==> src/core/pcmg_pkg.sv <==
package pcmg_pkg;
	// one octet of a control packet on the link, last marks the final octet
	typedef struct packed {
		logic [7:0] data;
		logic       last;
	} pcmg_beat_type;

	// error report from the checking logic; 16-bit code and octet offset
	typedef struct packed {
		logic [15:0] code;
		logic [15:0] offset;
	} pcmg_err_type;

	// operation type codes
	localparam logic [7:0]  OP_PURGE_REQ   = 8'h05;
	localparam logic [7:0]  OP_PURGE_REPLY = 8'h06;
	localparam logic [7:0]  OP_ERR_IND     = 8'h88;
	localparam logic [15:0] ERR_AUTH_FAIL  = 16'h000b;

	// octet positions counted from the first octet of the fixed header
	localparam int OFS_AFN      = 0;
	localparam int OFS_HOP_CNT  = 9;
	localparam int OFS_PKT_SIZE = 10;
	localparam int OFS_VERSION  = 16;
	localparam int OFS_OP       = 17;
	localparam int OFS_SHTL     = 18;
	localparam int OFS_SSTL     = 19;
	localparam int OFS_SPL      = 20;
	localparam int OFS_DPL      = 21;
	localparam int OFS_FLAGS    = 22;
	localparam int OFS_REQ_ID   = 24;
	localparam int OFS_SRC_NBMA = 28;
	localparam int NOREPLY_BIT  = 7;

	// error indication layout: fixed header, mandatory part, own address only
	localparam int NBMA_LEN    = 20;
	localparam int ERRIND_LEN  = OFS_SRC_NBMA + NBMA_LEN;
	localparam int MIN_REQ_LEN = OFS_REQ_ID;

	// fixed header contents of generated packets
	localparam logic [15:0] ERR_AFN     = 16'h0003;
	localparam logic [7:0]  ERR_HOP_CNT = 8'h01;
	localparam logic [7:0]  NHRP_VER    = 8'h01;
	localparam logic [7:0]  NBMA_TL     = 8'h14;
endpackage : pcmg_pkg

==> src/core/pcmg_fifo.sv <==
// word buffer with a registered output stage; in_ready drops when full
module pcmg_fifo
	import pcmg_pkg::*;
#(
	parameter int WIDTH = 9,
	parameter int DEPTH = 16
) (
	input  wire logic             sys_clk,
	input  wire logic             arst_n,
	input  wire logic             in_valid,
	input  wire logic [WIDTH-1:0] in_data,
	output logic                  in_ready,
	output logic                  out_valid,
	output logic [WIDTH-1:0]      out_data,
	input  wire logic             out_ready
);
	localparam int AW = $clog2(DEPTH);
	localparam int CW = $clog2(DEPTH + 1);

	// pointers wrap naturally, so depth must be a power of two
	if (DEPTH < 2 || (DEPTH & (DEPTH - 1)) != 0) begin : g_chk
		$error("pcmg_fifo depth must be a power of two");
	end

	logic [WIDTH-1:0] mem [DEPTH];   // storage words
	logic [AW-1:0]    wr_ptr_r;      // next slot to write
	logic [AW-1:0]    rd_ptr_r;      // next slot to read
	logic [CW-1:0]    count_r;       // words held in storage
	logic             push;          // word accepted
	logic             load;          // word moved to output stage

	assign in_ready = (count_r != CW'(DEPTH));
	assign push     = in_valid && in_ready;
	assign load     = (count_r != '0) && (!out_valid || out_ready);

	// storage write, no reset needed on data
	always_ff @(posedge sys_clk) begin
		if (push) begin
			mem[wr_ptr_r] <= in_data;
		end
	end

	// pointers and fill level
	always_ff @(posedge sys_clk or negedge arst_n) begin
		if (!arst_n) begin
			wr_ptr_r <= '0;
			rd_ptr_r <= '0;
			count_r  <= '0;
		end else begin
			if (push) wr_ptr_r <= wr_ptr_r + AW'(1);
			if (load) rd_ptr_r <= rd_ptr_r + AW'(1);
			count_r <= count_r + CW'(push) - CW'(load);
		end
	end

	// output stage keeps the consumer side straight from flops
	always_ff @(posedge sys_clk or negedge arst_n) begin
		if (!arst_n) begin
			out_valid <= 1'b0;
			out_data  <= '0;
		end else if (load) begin
			out_valid <= 1'b1;
			out_data  <= mem[rd_ptr_r];
		end else if (out_ready) begin
			out_valid <= 1'b0;
		end
	end
endmodule : pcmg_fifo

==> src/core/pcmg_gen.sv <==
module pcmg_gen
	import pcmg_pkg::*;
#(
	parameter int PKT_MAX    = 256,
	parameter int FIFO_DEPTH = 16
) (
	input  wire logic                  sys_clk,
	input  wire logic                  arst_n,
	input  wire logic                  rx_valid,
	input  wire pcmg_beat_type         rx_beat,
	output logic                       rx_ready,
	input  wire logic                  err_valid,
	input  wire pcmg_err_type          err_info,
	input  wire logic [NBMA_LEN*8-1:0] own_nbma_addr,
	output logic                       tx_valid,
	output pcmg_beat_type              tx_beat,
	input  wire logic                  tx_ready,
	output logic                       pkt_dropped
);
	localparam int IW = $clog2(PKT_MAX);

	// the buffer must at least hold the header fields examined
	if (PKT_MAX < ERRIND_LEN || PKT_MAX > 32768 || (PKT_MAX & (PKT_MAX - 1)) != 0) begin : g_chk
		$error("pcmg_gen packet buffer too small or not a power of two");
	end

	typedef enum logic [1:0] {S_RX, S_DECIDE, S_REPLY, S_ERRIND} pcmg_state_type;

	pcmg_state_type state_r;            // current phase
	logic [7:0]     mem [PKT_MAX];      // received packet store
	logic [15:0]    len_r;              // octets received
	logic [15:0]    rd_r;               // octet index being sent
	logic [7:0]     op_r;               // received op code
	logic           noreply_r;          // received no-reply flag
	logic           ovf_r;              // packet longer than store
	logic           err_seen_r;         // an error was reported
	pcmg_err_type   err_r;              // first reported error
	logic           rx_take;            // octet accepted
	logic           push_valid;         // octet offered to buffer
	pcmg_beat_type  push_beat;          // octet offered to buffer
	logic           push_ready;         // buffer has room
	logic           push;               // octet accepted by buffer
	logic           push_last;          // final octet of outgoing packet
	logic [15:0]    rd_max;             // index of final octet
	logic           reply_ok;           // stored packet qualifies for a purge reply
	logic           drop_now;           // packet discarded this cycle, no answer
	logic           send_done;          // final octet of an answer queued
	logic           pkt_done;           // packet finished either way, state cleared

	// octet of a generated error indication at a given position
	function automatic logic [7:0] errind_byte(input logic [15:0] idx,
			input pcmg_err_type e, input logic [NBMA_LEN*8-1:0] addr);
		int i;
		i = int'(idx);
		if (i >= OFS_SRC_NBMA && i < ERRIND_LEN) begin
			errind_byte = addr[(NBMA_LEN*8-1) - 8*(i-OFS_SRC_NBMA) -: 8];
		end else begin
			unique case (i)
				OFS_AFN:          errind_byte = ERR_AFN[15:8];
				OFS_AFN + 1:      errind_byte = ERR_AFN[7:0];
				OFS_HOP_CNT:      errind_byte = ERR_HOP_CNT;
				OFS_PKT_SIZE + 1: errind_byte = 8'(ERRIND_LEN);
				OFS_VERSION:      errind_byte = NHRP_VER;
				OFS_OP:           errind_byte = OP_ERR_IND;
				OFS_SHTL:         errind_byte = NBMA_TL;
				OFS_SPL:          errind_byte = 8'h00;
				OFS_DPL:          errind_byte = 8'h00;
				OFS_REQ_ID:       errind_byte = e.code[15:8];
				OFS_REQ_ID + 1:   errind_byte = e.code[7:0];
				OFS_REQ_ID + 2:   errind_byte = e.offset[15:8];
				OFS_REQ_ID + 3:   errind_byte = e.offset[7:0];
				default:          errind_byte = 8'h00; // checksum, flags, sstl unused
			endcase
		end
	endfunction : errind_byte

	assign rx_take   = rx_valid && rx_ready;
	assign rd_max    = (state_r == S_ERRIND) ? 16'(ERRIND_LEN - 1) : len_r - 16'd1;
	assign push_last = (rd_r == rd_max);
	assign push      = push_valid && push_ready;

	// decision terms shared by phase control, receive stall and clean-up
	assign reply_ok  = (op_r == OP_PURGE_REQ) && !noreply_r
	                   && (len_r > 16'(MIN_REQ_LEN));
	assign drop_now  = (state_r == S_DECIDE)
	                   && (ovf_r || (err_seen_r ? (op_r == OP_ERR_IND) : !reply_ok));
	assign send_done = (state_r == S_REPLY || state_r == S_ERRIND) && push && push_last;
	// a dropped packet must clear its leftovers too, or the next one would
	// inherit its length, op code and error flag
	assign pkt_done  = drop_now || send_done;

	// outgoing octet selection
	always_comb begin
		push_valid = 1'b0;
		push_beat  = '0;
		if (state_r == S_REPLY) begin
			push_valid     = 1'b1;
			push_beat.data = (rd_r == 16'(OFS_OP)) ? OP_PURGE_REPLY
			                                      : mem[rd_r[IW-1:0]];
			push_beat.last = push_last;
		end else if (state_r == S_ERRIND) begin
			push_valid     = 1'b1;
			push_beat.data = errind_byte(rd_r, err_r, own_nbma_addr);
			push_beat.last = push_last;
		end
	end

	// packet store, write only while receiving
	always_ff @(posedge sys_clk) begin
		if (rx_take && len_r < 16'(PKT_MAX)) begin
			mem[len_r[IW-1:0]] <= rx_beat.data;
		end
	end

	// length and header fields caught on the fly
	always_ff @(posedge sys_clk or negedge arst_n) begin
		if (!arst_n) begin
			len_r     <= '0;
			op_r      <= '0;
			noreply_r <= 1'b0;
			ovf_r     <= 1'b0;
		end else if (pkt_done) begin
			// a new packet starts clean, whether this one was answered or dropped
			len_r     <= '0;
			op_r      <= '0;
			noreply_r <= 1'b0;
			ovf_r     <= 1'b0;
		end else if (state_r == S_RX && rx_take) begin
			len_r <= len_r + 16'd1;
			if (len_r == 16'(OFS_OP)) op_r <= rx_beat.data;
			if (len_r == 16'(OFS_FLAGS)) noreply_r <= rx_beat.data[NOREPLY_BIT];
			if (len_r >= 16'(PKT_MAX)) ovf_r <= 1'b1;
		end
	end

	// first error of a packet is held, later ones of the same packet ignored
	always_ff @(posedge sys_clk or negedge arst_n) begin
		if (!arst_n) begin
			err_seen_r <= 1'b0;
			err_r      <= '0;
		end else if (state_r == S_RX && err_valid && !err_seen_r) begin
			// only the first report of a packet is held, so one indication at most
			err_seen_r <= 1'b1;
			err_r      <= err_info;
		end else if (pkt_done) begin
			// reports are taken only while receiving, so the clear never meets a set
			err_seen_r <= 1'b0;
			err_r      <= '0;
		end
	end

	// outgoing index
	always_ff @(posedge sys_clk or negedge arst_n) begin
		if (!arst_n) begin
			rd_r <= '0;
		end else if (push) begin
			rd_r <= push_last ? 16'd0 : rd_r + 16'd1;
		end
	end

	// phase control; the whole packet is held before any decision
	always_ff @(posedge sys_clk or negedge arst_n) begin
		if (!arst_n) begin
			state_r     <= S_RX;
			pkt_dropped <= 1'b0;
		end else begin
			pkt_dropped <= 1'b0;
			unique case (state_r)
				S_RX: begin
					if (rx_take && rx_beat.last) state_r <= S_DECIDE;
				end
				S_DECIDE: begin
					if (ovf_r) begin
						state_r     <= S_RX;
						pkt_dropped <= 1'b1;
					end else if (err_seen_r) begin
						// the offending packet is never replayed
						if (op_r == OP_ERR_IND) begin
							state_r     <= S_RX;
							pkt_dropped <= 1'b1;
						end else begin
							state_r <= S_ERRIND;
						end
					end else if (reply_ok) begin
						state_r <= S_REPLY;
					end else begin
						// not ours to answer; dropped and flagged on pkt_dropped
						state_r     <= S_RX;
						pkt_dropped <= 1'b1;
					end
				end
				S_REPLY, S_ERRIND: begin
					if (push && push_last) state_r <= S_RX;
				end
			endcase
		end
	end

	// receive side stalls from the last octet until the answer is queued or the packet is dropped
	always_ff @(posedge sys_clk or negedge arst_n) begin
		if (!arst_n) begin
			rx_ready <= 1'b0;
		end else if (state_r == S_RX) begin
			rx_ready <= !(rx_take && rx_beat.last);
		end else begin
			// reopen once the answer is fully queued or the packet is dropped
			rx_ready <= pkt_done;
		end
	end

	// outgoing buffer; back-pressure stalls replay through push_ready
	pcmg_fifo #(
		.WIDTH ($bits(pcmg_beat_type)),
		.DEPTH (FIFO_DEPTH)
	) u_fifo (
		.sys_clk   (sys_clk),
		.arst_n    (arst_n),
		.in_valid  (push_valid),
		.in_data   (push_beat),
		.in_ready  (push_ready),
		.out_valid (tx_valid),
		.out_data  (tx_beat),
		.out_ready (tx_ready)
	);

	// replayed octets other than the op code equal the stored request
	property p_reply_copy;
		@(posedge sys_clk) disable iff (!arst_n)
		(state_r == S_REPLY && push && rd_r != 16'(OFS_OP))
			|-> push_beat.data == mem[rd_r[IW-1:0]];
	endproperty
	a_reply_copy: assert property (p_reply_copy) else $error("reply octet changed");

	// the one octet that a reply changes
	property p_reply_op;
		@(posedge sys_clk) disable iff (!arst_n)
		(state_r == S_REPLY && push && rd_r == 16'(OFS_OP)) |-> push_beat.data == 8'h06;
	endproperty
	a_reply_op: assert property (p_reply_op) else $error("reply op code wrong");

	// a set no-reply flag never leads to a reply
	property p_noreply;
		@(posedge sys_clk) disable iff (!arst_n)
		(state_r == S_DECIDE && noreply_r) |=> state_r != S_REPLY;
	endproperty
	a_noreply: assert property (p_noreply) else $error("reply despite no-reply");

	// indication op code in the fixed header
	property p_err_op;
		@(posedge sys_clk) disable iff (!arst_n)
		(state_r == S_ERRIND && push && rd_r == 16'd17) |-> push_beat.data == 8'h88;
	endproperty
	a_err_op: assert property (p_err_op) else $error("error op code wrong");

	// code leads the request id field
	property p_err_code;
		@(posedge sys_clk) disable iff (!arst_n)
		(state_r == S_ERRIND && push && rd_r == 16'd24)
			|-> push_beat.data == err_r.code[15:8];
	endproperty
	a_err_code: assert property (p_err_code) else $error("code not in upper half");

	// both protocol addresses are left out, so their lengths are zero
	property p_err_lens;
		@(posedge sys_clk) disable iff (!arst_n)
		(state_r == S_ERRIND && push && (rd_r == 16'd20 || rd_r == 16'd21))
			|-> push_beat.data == 8'h00;
	endproperty
	a_err_lens: assert property (p_err_lens) else $error("protocol length not zero");

	// an incoming indication is never answered at all
	property p_no_err_for_err;
		@(posedge sys_clk) disable iff (!arst_n)
		(state_r == S_DECIDE && op_r == OP_ERR_IND) |=> state_r == S_RX;
	endproperty
	a_no_err_for_err: assert property (p_no_err_for_err) else $error("answered error ind");

	// a faulty packet is never replayed as a reply
	property p_discard;
		@(posedge sys_clk) disable iff (!arst_n)
		(state_r == S_DECIDE && err_seen_r) |=> state_r != S_REPLY;
	endproperty
	a_discard: assert property (p_discard) else $error("offending packet replayed");

	// an indication is exactly the fixed length and ends the error state
	property p_one_errind;
		@(posedge sys_clk) disable iff (!arst_n)
		(state_r == S_ERRIND && push && push_last)
			|-> rd_r == 16'd47 ##1 (state_r == S_RX && !err_seen_r);
	endproperty
	a_one_errind: assert property (p_one_errind) else $error("error ind length or repeat");

	// the own address leads the source address field of an indication
	property p_err_addr;
		@(posedge sys_clk) disable iff (!arst_n)
		(state_r == S_ERRIND && push && rd_r == 16'(OFS_SRC_NBMA))
			|-> push_beat.data == own_nbma_addr[NBMA_LEN*8-1 -: 8];
	endproperty
	a_err_addr: assert property (p_err_addr) else $error("source address wrong");

	// size field covers header and own address only, nothing appended
	property p_err_size;
		@(posedge sys_clk) disable iff (!arst_n)
		(state_r == S_ERRIND && push && rd_r == 16'(OFS_PKT_SIZE + 1))
			|-> push_beat.data == 8'(ERRIND_LEN);
	endproperty
	a_err_size: assert property (p_err_size) else $error("indication size wrong");

	// offset closes the request id field
	property p_err_ofs;
		@(posedge sys_clk) disable iff (!arst_n)
		(state_r == S_ERRIND && push && rd_r == 16'(OFS_REQ_ID + 3))
			|-> push_beat.data == err_r.offset[7:0];
	endproperty
	a_err_ofs: assert property (p_err_ofs) else $error("offset not in lower half");

	// nothing of a finished packet survives into the next one
	property p_fresh_pkt;
		@(posedge sys_clk) disable iff (!arst_n)
		pkt_done |=> (len_r == 16'd0 && !err_seen_r && state_r == S_RX);
	endproperty
	a_fresh_pkt: assert property (p_fresh_pkt) else $error("packet state left over");

	// every discarded packet is reported on the drop pulse
	property p_drop_pulse;
		@(posedge sys_clk) disable iff (!arst_n)
		drop_now |=> pkt_dropped;
	endproperty
	a_drop_pulse: assert property (p_drop_pulse) else $error("drop not reported");
endmodule : pcmg_gen

==> config.mk <==
export PLATFORM = sky130hd
export DESIGN_NAME = pcmg_gen
export DESIGN_NICKNAME = d
export VERILOG_FILES = /design/src/core/pcmg_pkg.sv /design/src/core/pcmg_fifo.sv /design/src/core/pcmg_gen.sv
export SDC_FILE = /design/constraint.sdc
export NUM_CORES = 2
export LEC_CHECK = 0
export ABC_AREA = 1
export BUFFER_PORTS_ARGS = -buffer_cell sky130_fd_sc_hd__buf_4
export CAP_MARGIN = 40
export CORE_MARGIN = 2
export CORE_UTILIZATION = 50
export DETAILED_ROUTE_END_ITERATION = 12
export PLACE_DENSITY_LB_ADDON = 0.12
export SETUP_SLACK_MARGIN = 0.1
export SYNTH_ARGS = -nofsm -noshare
export SYNTH_HDL_FRONTEND = slang
export SYNTH_SLANG_ARGS = --single-unit
==> constraint.sdc <==
create_clock -name sys_clk -period 8 [get_ports sys_clk]
set_input_delay 0.4 -clock sys_clk [delete_from_list [all_inputs] [get_ports sys_clk]]
set_output_delay 0.4 -clock sys_clk [all_outputs]
set_load 0.005 [all_outputs]
==> key figures <==
Layout
  – Commonest non-fill, non-tap cells in the layout: edfxtp_1 (2,192), nor2_1 (2,089), nand2_1 (1,818)
  – Layout Nets: 9,475
  – Share of layout cells above drive strength 1: 7.678%
  – # fillers: ~17,000
  – Leading cell type in the layout, fill and taps excluded: edfxtp_1
  – Area growth, synth to finish: 11.96%

Global routing
  – Initial antenna violation count: 8
  – Vias in the first global route: roughly 64,000
  – Global-route wire length before repair: 416,000 um
  – Grt ovf: 0
  – Largest net degree at the start of global routing: ~160
  – Total GRT Usage: approximately 28%

Setup path
  – CP Max Fanout: between 100 and 150
  – Worst Setup End Kind: flip-flop
  – Setup CP Type: reg2reg
  – Most frequent CP cell: nand2_1
  – Worst EP arrival: 5.55 ns
  – Sum of buffers and inverters on the critical path: 4
  – CP max stage delay: a little under 0.8 ns
  – Critical Path RT: approximately 8.5 ns
  – Slowest stage cell on the critical path: dfrtp_4
  – Startpoint types: flip-flop
  – Critical path's top delay family: simple AND/OR/NAND/NOR gates
  – CP Cell Sequence: inv_8, buf_4, buf_4, nand2_1, nand3_1, nand2_1, nand2_1, nand2_1, inv_1, nand2_1, nand2_1, nand2_1, nor2_1, nor2_1, nor2_1, nand3_1, nand2_1, nand2_1

Floorplanning
  – Row count: between 150 and 200
  – Top-Level Pins: 218
  – Die area: ~200,000 um2
  – Die width: between 400 and 500 um
  – Effective utilization at floorplan: between 50% and 60%
  – Core Footprint: 195,000 um2
  – Height of the die: between 400 and 500 um

STA
  – Rel. slew slack: roughly a fifth
  – Endpoints failing hold: 0
  – Worst-Margin Slew: roughly 1.2 ns
  – Setup TNS: 0 ns
  – Final setup vio count: 0
  – FMAX: between 150 and 200 MHz
  – Fin crit period: 5.049 ns
  – Fin. max-slew vios: 0
  – Hold WS: about 0.015 ns
  – Skew final: 0.04088 ns
  – Crit share post-route: approximately 63%
  – Unrepaired setup endpoints after global routing: no

Yosys
  – Flops & latches, synth: 2,294
  – Post-synthesis xor/xnor area fraction: less than 1%
  – Synth unique cells: 52
  – Proportion of synthesized area in mux cells: 0.2651%
  – Synth Area in Compound Gates: under 10%
  – Post-synthesis cell area: 98,170 um2
  – Simple-Gate Fraction of Synth Area: a little under a fifth
  – Syn. warnings: 0
  – Main combinational cell family by area after synthesis: simple AND/OR/NAND/NOR gates
  – Seq/Total Area, Yosys: 69.65%
  – Syn Inst Count: approximately 9,200
  – Net Count, Synth: about 9,400
  – Adder-Cell Fraction of Synth Area: less than 1%
  – Syn Area/Cell: roughly 11 um2

Clock network
  – Clock tree buffer depth: 3
  – Root Driver: clkbuf_16
  – CTS buffer count: roughly 230
  – TritonCTS sink count: 2,294
  – CTS tree: done
  – Post-CTS sizing: 0
  – Worst-path clk slew: about 0.06 ns
  – Clk Latency, worst-skew pair: roughly 0.9 ns
  – H-Tree Depth: 4

Pwr
  – Max rail drop VDD: between 0.0002 and 0.0003 V
  – P_leak: around 40 nW
  – Power Dens Cells: around 350 nW/um2

Detailed routing
  – Drt pass-1 iters: 6
  – ANT nets after route: 0
  – Residual DRC: 0
  – Via-to-Cell Ratio: about 5.6
  – WL/cell: ~23 um
  – Initial DRC Count: between 7,000 and 8,000
  – Wirelength, routed: approximately 280,000 um
  – Routed vias: roughly 68,000

Placed design
  – Gp weighted congestion: 0.9017
  – DP HPWL: between 150,000 and 200,000 um
  – Number of port buffers: between 200 and 250

Flow run
  – Max-Cap Viols: 0

Worst hold path
  – Worst min path class: in2reg

Outcome
  – Outcome: completed
-- cell type report --
| type | instances | area, um2 | area share, % |
|---|---|---|---|
| clock buffer | 301 | 6095 | 5.545 |
| inverter | 462 | 1764 | 1.605 |
| antenna | 4 | 10.01 | 0.009107 |
| sequential | 2294 | 68390 | 62.22 |
| multi-input combinational | 5857 | 25670 | 23.35 |
| clock inverter | 131 | 1072 | 0.9756 |
| tap | 2624 | 3283 | 2.987 |
| timing repair buffer | 398 | 3633 | 3.306 |
-- repair_timing --
item | 4_1_cts | 5_1_grt
hold endpoints to repair | 158 | 0
hold buffers | 38 | 0
buffers inserted | 0 | 0
-- where the power goes --
group | total, mW | internal (mW) | switching (mW)
registers | 14.2 | 13.8 | 0.392
clock network | 10.3 | 5.69 | 4.63
logic | 14.3 | 3.84 | 10.4
-- Yosys cell counts (all sizes together) --
library cell | count | area share, %
dfrtp | 102 | 2.6
nand3 | 462 | 2.4
o2111ai | 6 | 0.054
mux2i | 26 | 0.27
nand4 | 69 | 0.44
edfxtp | 2192 | 67
o21ai | 1020 | 5.2
buf | 290 | 1.6
fa | 1 | 0.020
ha | 23 | 0.29
or3 | 1 | 0.0064
a21boi | 1 | 0.0076
xor2 | 25 | 0.23
a31oi | 10 | 0.064
o311ai | 8 | 0.071
a211oi | 2 | 0.015
inv | 455 | 1.7
nor4 | 6 | 0.038
and3 | 1 | 0.0064
o221ai | 42 | 0.37
nor3 | 18 | 0.11
o31ai | 1 | 0.0076
a22oi | 2 | 0.015
xnor2 | 3 | 0.027
clkbuf | 253 | 0.97
a21oi | 71 | 0.36
nand2 | 1829 | 7.0
or2 | 7 | 0.045
nor2 | 2103 | 8.1
o32ai | 14 | 0.12
o211ai | 88 | 0.67
clkinv | 7 | 0.027
and2 | 1 | 0.0064
o22ai | 15 | 0.096
a22o | 1 | 0.0089
a221oi | 1 | 0.0089
-- stage by stage --
step	instance area (um2)	total power [mW]	setup WS, ns	std cells	utilization, %
final	109900	38.79	2.951	12070	56.37
after global routing	109900	40.82	2.709	12070	56.37
after global placement	101900	28.40	3.021	11560	52.24
after CTS	109900	38.85	3.013	12060	56.35
after detailed placement	102300	28.57	3.018	11590	52.48
after floorplan	98170	23.40	4.923	9156	-
-- per-layer routing --
layer / global-route usage [%] / vias up / share of wire [%]
li1: - / 31420 / -
met1: 40.40 / 33390 / 43
met2: 43.59 / 2511 / 47
met3: 4.077 / 424 / 7.3
met4: 8.355 / 2 / 3.0
met5: 0 / - / 0.0046
-- worst paths after layout --
path / slack [ns] / cells after the start / to / startpoint
setup / recovery: 2.95 / 18 / u_fifo.mem[0][2] / rd_r[0]
min in group asynchronous: 0.07 / 3 / u_fifo.count_r[2] / arst_n
hold reg to reg: 0.51 / 2 / u_fifo.out_valid / u_fifo.out_valid
setup reg to reg: 2.95 / 18 / u_fifo.mem[0][2] / rd_r[0]
max in group asynchronous: 7.09 / 4 / rd_r[1] / arst_n
hold / removal: 0.01 / 1 / mem[26][6] / rx_beat[7]
-- sequential cells by signal, indices dropped and copies added, names as in the netlist, 5 cells and up --
name	flops
u_fifo.mem	144
op_r	8
mem	2048
u_fifo.count_r	5
err_r	32
len_r	16
rd_r	16
u_fifo.out_data	9
-- cells by family (layout without fill, tap and decap cells) --
| family | after synthesis | count (layout) |
|---|---|---|
| fa+ha+maj | 24 | 24 |
| xor+xnor | 28 | 28 |
| other cells | 0 | 4 |
| mux | 26 | 26 |
| buf+inv | 1005 | 1292 |
| compound gates | 1282 | 1282 |
| flops | 2294 | 2294 |
| simple gates | 4497 | 4497 |
Power figures use the tool's default switching activity.
